==> config.mk <==
export PLATFORM = sky130hd
export DESIGN_NAME = cad_decoder
export DESIGN_NICKNAME = d
export VERILOG_FILES = /design/src/logic/cad_pkg.sv /design/src/logic/cad_seg_lookup.sv /design/src/logic/cad_decoder.sv
export SDC_FILE = /design/constraint.sdc
export NUM_CORES = 1
export LEC_CHECK = 0
export BUFFER_PORTS_ARGS = -buffer_cell sky130_fd_sc_hd__buf_2
export CORE_ASPECT_RATIO = 2
export CORE_MARGIN = 3
export CORE_UTILIZATION = 30
export CTS_CLUSTER_DIAMETER = 50
export DETAILED_ROUTE_END_ITERATION = 12
export GPL_TIMING_DRIVEN = 0
export PLACE_DENSITY = 0.65
export SLEW_MARGIN = 25
export SYNTH_ARGS = -nofsm -noshare
export SYNTH_HDL_FRONTEND = slang
export SYNTH_HIERARCHICAL = 1
export SYNTH_SLANG_ARGS = --single-unit
export TNS_END_PERCENT = 5
==> constraint.sdc <==
create_clock -name i_mclk -period 5.1 [get_ports i_mclk]
set_input_delay 0.765 -clock i_mclk [delete_from_list [all_inputs] [get_ports i_mclk]]
set_output_delay 0.765 -clock i_mclk [all_outputs]
set_load 0.03 [all_outputs]
==> src/logic/cad_pkg.sv <==
// Constants and types for the compatibility address decoder
`default_nettype none
package cad_pkg;
	// ----------------------------------------
	// Address widths
	// ----------------------------------------
	localparam int ADDR_W = 40;
	localparam int CPU_ADDR_W = 36;
	localparam int MEM_ADDR_W = 36;
	localparam int IO_ADDR_W = 16;
	localparam int COMPAT_AW = 20;
	localparam int LOW_AW = 32;
	localparam logic [ADDR_W-1:0] CPU_ADDR_MASK = 40'h0F_FFFF_FFFF;
	// ----------------------------------------
	// Compatibility area boundaries
	// ----------------------------------------
	localparam logic [ADDR_W-1:0] VGA_BASE = 40'h00_000A_0000;
	localparam logic [ADDR_W-1:0] SHADOW_BASE = 40'h00_000C_0000;
	localparam logic [ADDR_W-1:0] COMPAT_TOP = 40'h00_0010_0000;
	// ----------------------------------------
	// Fixed system regions
	// ----------------------------------------
	localparam logic [ADDR_W-1:0] SYS_BASE = 40'h00_FE00_0000;
	localparam logic [ADDR_W-1:0] INTR_BASE = 40'h00_FEE0_0000;
	localparam logic [ADDR_W-1:0] INTR_TOP = 40'h00_FEF0_0000;
	localparam logic [ADDR_W-1:0] FOUR_GB = 40'h01_0000_0000;
	// ----------------------------------------
	// Attribute-programmable segments
	// ----------------------------------------
	localparam int SEG_N = 13;
	localparam int SEG_SMALL_N = 12;
	localparam int SEG_SHIFT = 14;
	localparam int SEG_F_SHIFT = 16;
	localparam logic [5:0] SEG_C_IDX = 6'h30;
	localparam logic [3:0] SEG_F_IDX = 4'hF;
	localparam int ATTR_W = 2;
	localparam int ATTR_RD_BIT = 0;
	localparam int ATTR_WR_BIT = 1;
	localparam logic [SEG_N*ATTR_W-1:0] ATTR_RESET = 26'h000_0000;
	// ----------------------------------------
	// Destinations
	// ----------------------------------------
	typedef enum logic [2:0] {
		DEST_NONE = 3'h0,
		DEST_MEM = 3'h1,
		DEST_LINK = 3'h2,
		DEST_GFX = 3'h3,
		DEST_INTR = 3'h4,
		DEST_SYS = 3'h5
	} cad_dest_t;
endpackage
`default_nettype wire

==> src/logic/cad_seg_lookup.sv <==
// Segment attribute lookup for the shadow segments below 1 MB
`timescale 1ns/10ps
`default_nettype none
module cad_seg_lookup
	import cad_pkg::*;
(
	// Request
	input wire logic [COMPAT_AW-1:0] i_addr,
	input wire logic i_write,
	// Settings
	input wire logic [SEG_N*ATTR_W-1:0] i_attr,
	// Result
	output logic o_hit,
	output logic o_to_mem
);
	logic [SEG_N-1:0] hit;
	logic [SEG_N-1:0] to_mem;

	// ----------------------------------------
	// Per-segment match and attribute
	// ----------------------------------------
	for (genvar g = 0; g < SEG_N; g++) begin : g_seg
		if (g < SEG_SMALL_N) begin : g_small
			assign hit[g] = (i_addr[COMPAT_AW-1:SEG_SHIFT] == 6'(SEG_C_IDX + g));
		end else begin : g_big
			assign hit[g] = (i_addr[COMPAT_AW-1:SEG_F_SHIFT] == SEG_F_IDX);
		end
		assign to_mem[g] = hit[g] & (i_write ? i_attr[g*ATTR_W+ATTR_WR_BIT]
			: i_attr[g*ATTR_W+ATTR_RD_BIT]);
	end

	assign o_hit = |hit;
	assign o_to_mem = |to_mem;
endmodule // cad_seg_lookup
`default_nettype wire

==> src/logic/cad_decoder.sv <==
// System address decoder for processor and I/O requests
//
// Contract
// - Decode 36-bit processor addresses, carry 40 bits
// - I/O space is 16 bits wide
// - Decode interrupt region and top 32MB region
// - Memory gets a 36-bit local address
// - Outbound addresses under 4GB use 32-bit format
// - 64-bit format only above 32 bits
// - Compatibility area routes to memory, link, graphics
// - Low 1MB of DRAM never relocated or aliased
// - Memory-mapped low area reachable by all sources
// - Lowest 640KB always goes to memory
// - Video range to link or graphics port; processor SMM accesses go to memory when enabled
// - 768-896KB as eight 16KB segments
// - 896-960KB as four 16KB segments
// - 960KB-1MB is one segment
// - Thirteen segments with read and write enables
// - Two-bit setting picks read and write targets
// - After reset, programmable areas go to link
`timescale 1ns/10ps
`default_nettype none
module cad_decoder
	import cad_pkg::*;
(
	// Clock and reset
	input wire logic i_mclk,
	input wire logic i_rst_n,
	// Request
	input wire logic i_req_valid,
	input wire logic [ADDR_W-1:0] i_req_addr,
	input wire logic i_req_write,
	input wire logic i_req_io,
	input wire logic i_req_from_cpu,
	input wire logic i_req_smm,
	// Configuration
	input wire logic i_cfg_wr,
	input wire logic [SEG_N*ATTR_W-1:0] i_segment_attribute_setting,
	input wire logic i_vga_to_gfx,
	input wire logic i_system_management_space_en,
	input wire logic [ADDR_W-1:0] i_low_mem_top,
	input wire logic [ADDR_W-1:0] i_high_mem_top,
	// Configuration status
	output logic [SEG_N*ATTR_W-1:0] o_segment_attribute_setting,
	output logic o_vga_to_gfx,
	output logic o_system_management_space_en,
	// Routing result
	output logic o_rsp_valid,
	output cad_dest_t o_dest,
	output logic [MEM_ADDR_W-1:0] o_mem_addr,
	output logic [ADDR_W-1:0] o_out_addr,
	output logic o_out_fmt64,
	output logic [IO_ADDR_W-1:0] o_io_addr
);
	// ----------------------------------------
	// Configuration state
	// ----------------------------------------
	logic [SEG_N*ATTR_W-1:0] attr_q;
	logic [SEG_N*ATTR_W-1:0] attr_d;
	logic vga_gfx_q;
	logic vga_gfx_d;
	logic smm_en_q;
	logic smm_en_d;

	always_comb begin
		attr_d = attr_q;
		vga_gfx_d = vga_gfx_q;
		smm_en_d = smm_en_q;
		if (i_cfg_wr) begin
			attr_d = i_segment_attribute_setting;
			vga_gfx_d = i_vga_to_gfx;
			smm_en_d = i_system_management_space_en;
		end
	end

	always_ff @(posedge i_mclk) begin
		if (!i_rst_n) begin
			attr_q <= ATTR_RESET;
			vga_gfx_q <= 1'b0;
			smm_en_q <= 1'b0;
		end else begin
			attr_q <= attr_d;
			vga_gfx_q <= vga_gfx_d;
			smm_en_q <= smm_en_d;
		end
	end

	assign o_segment_attribute_setting = attr_q;
	assign o_vga_to_gfx = vga_gfx_q;
	assign o_system_management_space_en = smm_en_q;

	// ----------------------------------------
	// Address qualification
	// ----------------------------------------
	logic [ADDR_W-1:0] addr_eff;
	logic seg_hit;
	logic seg_to_mem;
	logic smm_hit;

	assign addr_eff = i_req_from_cpu ? (i_req_addr & CPU_ADDR_MASK) : i_req_addr;
	assign smm_hit = smm_en_q & i_req_from_cpu & i_req_smm;

	cad_seg_lookup u_seg (
		.i_addr(addr_eff[COMPAT_AW-1:0]),
		.i_write(i_req_write),
		.i_attr(attr_q),
		.o_hit(seg_hit),
		.o_to_mem(seg_to_mem)
	);

	// ----------------------------------------
	// Destination decode
	// ----------------------------------------
	logic valid_d;
	logic valid_q;
	cad_dest_t dest_d;
	cad_dest_t dest_q;
	logic [MEM_ADDR_W-1:0] mem_addr_d;
	logic [MEM_ADDR_W-1:0] mem_addr_q;
	logic [ADDR_W-1:0] out_addr_d;
	logic [ADDR_W-1:0] out_addr_q;
	logic fmt64_d;
	logic fmt64_q;
	logic [IO_ADDR_W-1:0] io_addr_d;
	logic [IO_ADDR_W-1:0] io_addr_q;

	always_comb begin
		valid_d = i_req_valid;
		dest_d = DEST_NONE;
		if (i_req_valid) begin
			if (i_req_io) begin
				dest_d = DEST_LINK;
			end else if (addr_eff < VGA_BASE) begin
				dest_d = DEST_MEM;
			end else if (addr_eff < SHADOW_BASE) begin
				if (smm_hit) begin
					dest_d = DEST_MEM;
				end else if (vga_gfx_q) begin
					dest_d = DEST_GFX;
				end else begin
					dest_d = DEST_LINK;
				end
			end else if (addr_eff < COMPAT_TOP) begin
				dest_d = (seg_hit && seg_to_mem) ? DEST_MEM : DEST_LINK;
			end else if (addr_eff >= INTR_BASE && addr_eff < INTR_TOP) begin
				dest_d = DEST_INTR;
			end else if (addr_eff >= SYS_BASE && addr_eff < FOUR_GB) begin
				dest_d = DEST_SYS;
			end else if (addr_eff < FOUR_GB) begin
				dest_d = (addr_eff < i_low_mem_top) ? DEST_MEM : DEST_LINK;
			end else begin
				dest_d = (addr_eff < i_high_mem_top) ? DEST_MEM : DEST_LINK;
			end
		end
		out_addr_d = i_req_io ? {{(ADDR_W-IO_ADDR_W){1'b0}}, i_req_addr[IO_ADDR_W-1:0]}
			: addr_eff;
		io_addr_d = i_req_io ? i_req_addr[IO_ADDR_W-1:0] : '0;
		// Identity mapping keeps the low 1 MB of DRAM in place
		mem_addr_d = (dest_d == DEST_MEM) ? addr_eff[MEM_ADDR_W-1:0] : '0;
		fmt64_d = (dest_d == DEST_LINK || dest_d == DEST_GFX)
			&& (|out_addr_d[ADDR_W-1:LOW_AW]);
	end

	always_ff @(posedge i_mclk) begin
		if (!i_rst_n) begin
			valid_q <= 1'b0;
			dest_q <= DEST_NONE;
			mem_addr_q <= '0;
			out_addr_q <= '0;
			fmt64_q <= 1'b0;
			io_addr_q <= '0;
		end else begin
			valid_q <= valid_d;
			dest_q <= dest_d;
			mem_addr_q <= mem_addr_d;
			out_addr_q <= out_addr_d;
			fmt64_q <= fmt64_d;
			io_addr_q <= io_addr_d;
		end
	end

	assign o_rsp_valid = valid_q;
	assign o_dest = dest_q;
	assign o_mem_addr = mem_addr_q;
	assign o_out_addr = out_addr_q;
	assign o_out_fmt64 = fmt64_q;
	assign o_io_addr = io_addr_q;
endmodule // cad_decoder
`default_nettype wire

### After elaboration in Yosys (flattened, before gate mapping)

Cells that the tools add are included.

* register bits after elaboration: 125
* bits in latches: 0
* memory bits (writable): 0
* memory bits (read-only): 0
* word-level logic and storage cells: 90
* memories kept: 0

* add/subtract/negate cells: 0
* multiply operators: 0
* div/mod/pow operators: 0
* magnitude comparators: 9
* eq/ne operators: 16
* shifts and indexed selects: 0
* mux-type cells: 28
* bitwise gates (word level): 16
* reductions and logical operators: 11

Operator list (count)
* 40-bit by 32-bit greater-or-equal comparator with 1-bit output (second input constant): 2
* 40-bit by 20-bit less-than comparator with 1-bit output (second input constant): 2
* 40-bit less-than comparator: 2
* 40-bit two-way mux: 2
* 6-bit == test (second input constant): 12
* 40-bit by 21-bit less-than comparator with 1-bit output (second input constant): 1
* 40-bit by 32-bit less-than comparator with 1-bit output (second input constant): 1
* 40-bit by 33-bit less-than comparator with 1-bit output (second input constant): 1
* 13-bit OR reduction: 2
* 3-bit two-way mux: 7
* 1-bit AND: 15
* 1-bit two-way mux: 14
* 2-bit two-way mux: 5
* 8-bit OR reduction: 1
* 3-bit by 2-bit == test with 1-bit output (second input constant): 2
* 4-bit == test (second input constant): 1
* 1-bit logical AND: 4
* 2-bit AND reduction: 2
* 3-bit by 1-bit == test with 1-bit output (second input constant): 1
* 2-bit OR reduction: 1
* 1-bit logical OR: 1
* 1-bit NOT: 1

### Depth between registers and ports, before layout

Gate-level depths: netlist (run 1).

* depth after elaboration: 14
* gate-level depth with buffers: 11
* gate-level depth less buffers: 10

### By module

Netlist (run 1), hierarchy kept.

Modules (own cells, without submodules)
* cad_decoder: instances 1, cells each 641, area an instance 5889.4 sq um, sequential area each 2502.4 sq um
* cad_seg_lookup: instances 1, cells each 37, area an instance 304.0 sq um, sequential area each 0.0 sq um

### Worst setup path after synthesis (run 1)

No wires, ideal clock.

* kind: input-to-reg
* from: input i_high_mem_top[5]
* to: register mem_addr_q[27] (netlist: o_mem_addr[27])
* arrival time: 2.675 ns
* required time: 4.984 ns
* slack: 2.309 ns
* stages: 11
* cells stage by stage: inv_1 ha_1 nand2_1 or3_1 o221ai_1 nor4b_2 o2111ai_1 a311oi_2 o21ai_2 buf_6 and4_1

* word-level cells in the longest chain between the ends: 12

RTL lines
* start: declaration: line cad_decoder.sv:42 `input wire logic [ADDR_W-1:0] i_high_mem_top,`
* 40-bit less-than comparator: line cad_decoder.sv:152 `dest_d = (addr_eff < i_high_mem_top) ? DEST_MEM : DEST_LINK;`
* 2-bit two-way mux: line cad_decoder.sv:152
* 2-bit two-way mux: line cad_decoder.sv:149 `end else if (addr_eff < FOUR_GB) begin`
* 3-bit two-way mux: line cad_decoder.sv:147 `end else if (addr_eff >= SYS_BASE && addr_eff < FOUR_GB) begin`
* 3-bit two-way mux: line cad_decoder.sv:145 `end else if (addr_eff >= INTR_BASE && addr_eff < INTR_TOP) begin`
* 3-bit two-way mux: line cad_decoder.sv:143 `end else if (addr_eff < COMPAT_TOP) begin`
* 3-bit two-way mux: line cad_decoder.sv:135 `end else if (addr_eff < SHADOW_BASE) begin`
* 3-bit two-way mux: line cad_decoder.sv:133 `end else if (addr_eff < VGA_BASE) begin`
* 3-bit two-way mux: line cad_decoder.sv:131 `if (i_req_io) begin`
* 3-bit two-way mux: line cad_decoder.sv:130 `if (i_req_valid) begin`
* 3-bit by 1-bit == test with 1-bit output: line cad_decoder.sv:159 `mem_addr_d = (dest_d == DEST_MEM) ? addr_eff[MEM_ADDR_W-1:0] : '0;`
* 2-bit AND reduction (no source line)
* end signal: assignment: line cad_decoder.sv:175 `mem_addr_q <= mem_addr_d;`
* end: declaration: line cad_decoder.sv:119 `logic [MEM_ADDR_W-1:0] mem_addr_q;`

No other way between the ends.
A chain may end at the register's enable or synchronous reset.

### Worst setup path in the final report (run 1)

* from: input i_req_addr[22]
* to: register mem_addr_q[8] (netlist: o_mem_addr[8])

* word-level cells in the longest chain between the ends: 13
* elaborated cells between the ends (all ways): 24
* classes of those cells: 9 x order compare; 1 x eq/ne; 11 x mux; 3 x reduce/logical

RTL lines
* start: declaration: line cad_decoder.sv:31 `input wire logic [ADDR_W-1:0] i_req_addr,`
* 40-bit two-way mux *: line cad_decoder.sv:100 `assign addr_eff = i_req_from_cpu ? (i_req_addr & CPU_ADDR_MASK) : i_req_addr;`
* 40-bit less-than comparator, on equally long branches: line cad_decoder.sv:152, cad_decoder.sv:150
* 2-bit two-way mux, on equally long branches: line cad_decoder.sv:152, cad_decoder.sv:150
* 2-bit two-way mux: line cad_decoder.sv:149
* 3-bit two-way mux: line cad_decoder.sv:147
* 3-bit two-way mux: line cad_decoder.sv:145
* 3-bit two-way mux: line cad_decoder.sv:143
* 3-bit two-way mux: line cad_decoder.sv:135
* 3-bit two-way mux *: line cad_decoder.sv:133
* 3-bit two-way mux *: line cad_decoder.sv:131
* 3-bit two-way mux *: line cad_decoder.sv:130
* 3-bit by 1-bit == test with 1-bit output *: line cad_decoder.sv:159
* 2-bit AND reduction (no source line) *

Every way passes the cells marked *; elsewhere a longest branch is shown, timed or not.

==> impl_results.md, run 1 <==
* WL/cell at 17.2 µm
* GPL Wtd Cong at 0.806
* Setup-failing EPs final at 0
* Worst Skew at 9.09 ps
* Grt ovf at 0
* Post-synth top flop: dfxtp_1
* LEAKAGE at 0.00455 µW
* Largest net degree at the start of global routing at 17
* IR drop worst, VDD at 167 µV
* CP startpoint kind: input pin
* Endpoint class of the critical path: flop
* Netlist cell types at 49
* Reg area at 0.00250 mm²
* Unrepaired setup endpoints after global routing: false
* Tmin final at 3140 ps
* Req. time, crit path at 5410 ps
* Starting density of the core at 30.8%
* Fin. max-slew vios at 0
* CTS clk-pin slew, worst paths at 60 ps
* Gr usage total at 19.0%
* Initial antenna violation count at 4
* Clk root buf: clkbuf_16
* Antenna-violating nets left at 0
* Die Area at 0.0225 mm²
* PwrDens at 315 mW/mm²
* Dpl hpwl at 17900 µm
* Syn_nets at 912
* Vias/cell at 4.72
* Fin Setup TNS at 0 ps
* Flops & latches, synth at 125
* Iteration-0 DRC Markers at 203
* Die height at 209 µm
* First-pass GRT wire length at 32100 µm
* CTS H-Tree Depth at 4
* Syn Std Cell Area at 0.00619 mm²
* Setup CP Type: in -> reg
* Setup bufs post-CTS at 0
* CTS Hold Bufs at 0
* Synth-to-layout area growth at 37.4%
* Outcome: finished clean
* PortBufs at 279
* Clk_lat worst skew at 430 ps
* Filler Cell Count at 2071
* DR pass1 iterations at 4
* Final count of hold timing violations at 0
* Register area share after synthesis at 40.4%
* Ys async rst share at 0%
* Maximum clock rate at 0.319 GHz
* Post_cts resized at 0
* Num CTS Buffers at 17
* Clk buf depth at 2
* YS warnings at 6
* Crit path DAT at 3450 ps
* I/O pin cnt at 281
* Tcrit/Tclk final at 61.6%
* Crit path max fanout at 10
* Non-Filler Instances at 1254
* CTS tree: done
* # rows at 73
* Die width at 108 µm
* DRC at 0
* Post-Syn Instances at 678
* Layout cells sized above 1 at 32.7%
* Post-Place Cells at 1219
* Multi-input logic area at 0.00326 mm²
* Worst-margin pin slew at 778 ps
* Hold Path Class: reg -> reg
* Slew headroom at 47.7%
* Total Power at 2680 µW
* Vias in the first global route at 6055
* Fin nets at 1210
* Post-Route WL at 21500 µm
* Number of flops mapped to enable cells by yosys at 0
* Core ar. at 0.0201 mm²
* Mean Syn Cell Area at 9.13 µm²
* Total number of vias at 5920
* Clock sinks at 125
* Max Cap Viol at 0
[where the power goes]
group	total, µW	internal [µW]	switching, µW
logic	462	177	285
clock network	1190	706	479
registers	1030	1020	16.2
[through the flow]
step                      cell area [µm²]  utilization (%)  hold slack [ps]  worst slack (ps)
after floorplan                      6190                -              643              2310
after global placement               7920             39.4              497              1470
after detailed placement             7920             39.4              507              1430
after CTS                            8500             42.3              522              1890
after global routing                 8510             42.3              558              1740
final                                8510             42.3              522              1960
[critical path, stage by stage]
cell and delay (ps):
buf_2 170, ha_1 340, nand4_1 170, nor4_1 610, a2bb2oi_1 230, a21oi_1 200, nor3_1 70, a311oi_2 330
o21ai_2 190, buf_2 230, nor2b_1 150
[cell type report]
type,count,share of cell area (%)
multi-input cells,444,38.4
flip-flops and latches,125,29.4
repair buffers,279,16.4
clock buffers,19,5.32
well taps,262,3.85
inverters,82,3.62
clock inverters,13,1.51
plain buffers,27,1.40
diodes,3,0.0882
[logic make-up (layout without fill, tap and decap cells)]
group                      Yosys count  after routing  share of synthesized area (%)
buffers and inverters              109            420                           6.89
AOI/OAI and AO/OA                   74             74                           7.45
other                                0              3                              0
muxes                               40             40                           6.69
adders and majority gates           78             78                           15.8
and+or+nand+nor                    252            252                           22.8
DFF                                125            125                           40.4
[synth_stat cells, drive strengths merged (9+ instances only)]
master / instances / area [µm²]
dfxtp: 125 / 2500
inv: 82 / 308
ha: 78 / 976
nor2: 49 / 184
and2: 42 / 263
mux2i: 38 / 380
nand4: 34 / 213
a21oi: 33 / 169
nand2: 30 / 113
nor2b: 26 / 163
clkbuf: 22 / 82.6
and3: 20 / 125
o21ai: 14 / 73.8
and4: 12 / 105
nor4: 10 / 62.6
nand3: 9 / 45.0
[path summary, 6_finish.rpt]
| path | depth (start not counted) | slack, ps | endpoint | from |
|---|---|---|---|---|
| max | 11 | 1960 | o_mem_addr[8] | i_req_addr[22] |
| max reg2reg | 10 | 2590 | o_mem_addr[8] | o_segment_attribute_setting[23] |
| min reg2reg | 2 | 520 | o_segment_attribute_setting[18] | o_segment_attribute_setting[18] |
| min | 2 | 520 | o_segment_attribute_setting[18] | o_segment_attribute_setting[18] |
[layer usage]
metal	vias to the layer above	routed length, µm	GRT usage (%)
li1	2944	-	-
met1	2693	7290	17.8
met2	222	12000	35.9
met3	59	1200	4.73
met4	2	988	10.9
met5	-	13	0
[registers in the layout, indices dropped and copies added, names as in the netlist]
register                      flops
o_dest                            3
o_io_addr                        16
o_mem_addr                       36
o_out_addr                       40
o_out_fmt64                       1
o_rsp_valid                       1
o_segment_attribute_setting      26
o_system_management_space_en      1
o_vga_to_gfx                      1
[placed cells by master (no fill, tap or decap), types with 4 or more instances in the layout]
cell type and n:
a211oi_1 7, a21oi_1 32, and2_1 42, and3_1 20, and4_1 12, buf_2 281
clkbuf_1 22, clkbuf_16 17, dfxtp_1 125, ha_1 78, inv_1 82, mux2i_1 38
nand2_1 30, nand2b_1 4, nand3_1 9, nand4_1 34, nor2_1 49, nor2b_1 26
nor3_1 7, nor4_1 10, o21ai_0 11
Power figures use the tool's default switching activity.
==> run 2, diff against run 1 <==
- PLACE_DENSITY: 0.65 -> 0.67
- clock period: 5.1 -> 2.7 ns (I/O delays scaled with it)
==> impl_results.md, run 2 (synthesized netlist as in run 1, its figures left out) <==
* Outcome: finished clean
* Dpl hpwl at 17700 µm (-0.87%)
* Tcrit/Tclk final at 95.2%
* Largest register FFs at 40 (unchanged)
* Worst-margin pin slew at 788 ps (+10.5 ps)
* Gr usage total at 19.0% (+0.056 points)
* Grt ovf at 0 (unchanged)
* Worst Skew at 9.33 ps (+0.239 ps)
* Clk buf depth at 2 (unchanged)
* Maximum clock rate at 0.389 GHz
* Die width at 108 µm (unchanged)
* Max Cap Viol at 0 (unchanged)
* CP startpoint kind: input pin
* Iteration-0 DRC Markers at 246 (+21%)
* Crit path DAT at 2890 ps (-560 ps)
* Endpoint class of the critical path: flop
* Clock sinks at 125 (unchanged)
* Starting density of the core at 30.8% (unchanged)
* Synth-to-layout area growth at 39.5%
* Crit path max fanout at 10 (unchanged)
* # rows at 73 (unchanged)
* Initial antenna violation count at 3 (-1)
* Unrepaired setup endpoints after global routing: false
* I/O pin cnt at 281 (unchanged)
* Core ar. at 0.0201 mm² (unchanged)
* PortBufs at 279 (unchanged)
* Post-Route WL at 21700 µm (+0.67%)
* Most common cell after layout, fill and taps aside: buf_2
* CTS H-Tree Depth at 4 (unchanged)
* Fin. max-slew vios at 0 (unchanged)
* FF-to-FF setup slack at 230 ps (-2360 ps)
* Post-Place Cells at 1219 (unchanged)
* CTS tree: done
* Non-Filler Instances at 1256 (+0.16%)
* DRC at 0 (unchanged)
* Num CTS Buffers at 17 (unchanged)
* Req. time, crit path at 3030 ps (-2380 ps)
* Fin Setup TNS at 0 ps (unchanged)
* GPL Wtd Cong at 0.845 (+4.8%)
* Die height at 209 µm (unchanged)
* Layout cells sized above 1 at 33.7% (+1.0 points)
* Setup CP Type: in -> reg
* Tmin final at 2570 ps
* IR drop worst, VDD at 453 µV (+170%)
* PwrDens at 609 mW/mm² (+93%)
* Vias in the first global route at 6007 (-0.79%)
* Fin nets at 1212 (+0.17%)
* DR pass1 iterations at 4 (unchanged)
* Clk_lat worst skew at 430 ps (about the same)
* Slew headroom at 47.5% (-0.22 points)
* Final count of hold timing violations at 0 (unchanged)
* WL/cell at 17.2 µm (+0.51%)
* Antenna-violating nets left at 0 (unchanged)
* Hold Path Class: in -> reg
* Total Power at 5260 µW (+96%)
* Most frequent cells in the layout: buf_2 (281), dfxtp_1 (125), inv_1 (82)
* Total number of vias at 5893 (-0.46%)
* LEAKAGE at 0.00460 µW (+1.1%)
* Setup-failing EPs final at 0 (unchanged)
* Vias/cell at 4.69 (-0.61%)
* Final Instance Area at 0.00864 mm² (+1.6%)
* WHS at 208 ps (-314 ps)
* First-pass GRT wire length at 32000 µm (about the same)
* Clk root buf: clkbuf_16
* Die Area at 0.0225 mm² (unchanged)
* Largest net degree at the start of global routing at 17 (unchanged)
* Area post-placement at 0.00792 mm² (unchanged)
* CTS clk-pin slew, worst paths at 60 ps (about the same)
[run 2: cell count changes in the layout (fill, tap and decap cells not counted), sizes merged]
| cell | previous run | this run |
|---|---|---|
| bufinv | 1 | 3 |
| clkbuf | 41 | 40 |
| o21ai | 14 | 15 |
| clkinvlp | 3 | 2 |
| buf | 284 | 285 |
[run 2: final cells by class]
class | instances | area, µm²
tap | 262 | 328
multi-input combinational | 445 | 3350
antenna | 3 | 7.51
inverter | 82 | 308
fill | 2060 | 11500
clock buffer | 18 | 439
clock inverter | 14 | 183
buffer | 27 | 119
timing repair buffer | 280 | 1400
sequential | 125 | 2500
[run 2: what timing repair did]
action,CTS,global route
gates resized for setup,3,10
cloned,0,1
hold buffers,0,0
buffers inserted,0,1
endpoints found under the setup margin,37,35
pin swaps,0,2
[run 2: per-layer routing]
layer / up-vias / wire length, µm / GRT usage, %
met1: 2692 / 7630 / 18.5
met2: 216 / 12200 / 36.5
met5: - / 0 / 0
met4: 0 / 690 / 8.94
met3: 39 / 1160 / 4.42
li1: 2946 / - / -
[run 2: path summary, 6_finish.rpt]
| path | cells past startpoint | endpoint | start |
|---|---|---|---|
| setup / recovery | 11 | o_dest[0] | i_req_addr[22] |
| hold / removal | 3 | o_segment_attribute_setting[25] | i_segment_attribute_setting[25] |
| setup reg to reg | 10 | o_dest[0] | o_segment_attribute_setting[6] |
| hold reg to reg | 2 | o_system_management_space_en | o_system_management_space_en |
[run 2: critical path: stages]
cell and delay [ps]:
buf_2 170, ha_1 340, nand4_1 180, nor4_2 500, a2bb2oi_1 190, a21oi_1 180, nor3_1 70, a311oi_2 360
o21ai_4 140, buf_2 200, and2_1 170
[run 2: stage by stage]
step | utilization, % | worst slack, ps
final | 43.0 | 130
after global routing | 43.0 | 0.506
after CTS | 42.6 | 5.15
after detailed placement | 39.4 | -642
after global placement | 39.4 | -610
after floorplan | - | 269
[run 2: report_power, final]
part	switching [µW]	internal [µW]
registers	30.0	1920
clock network	917	1490
logic	554	343
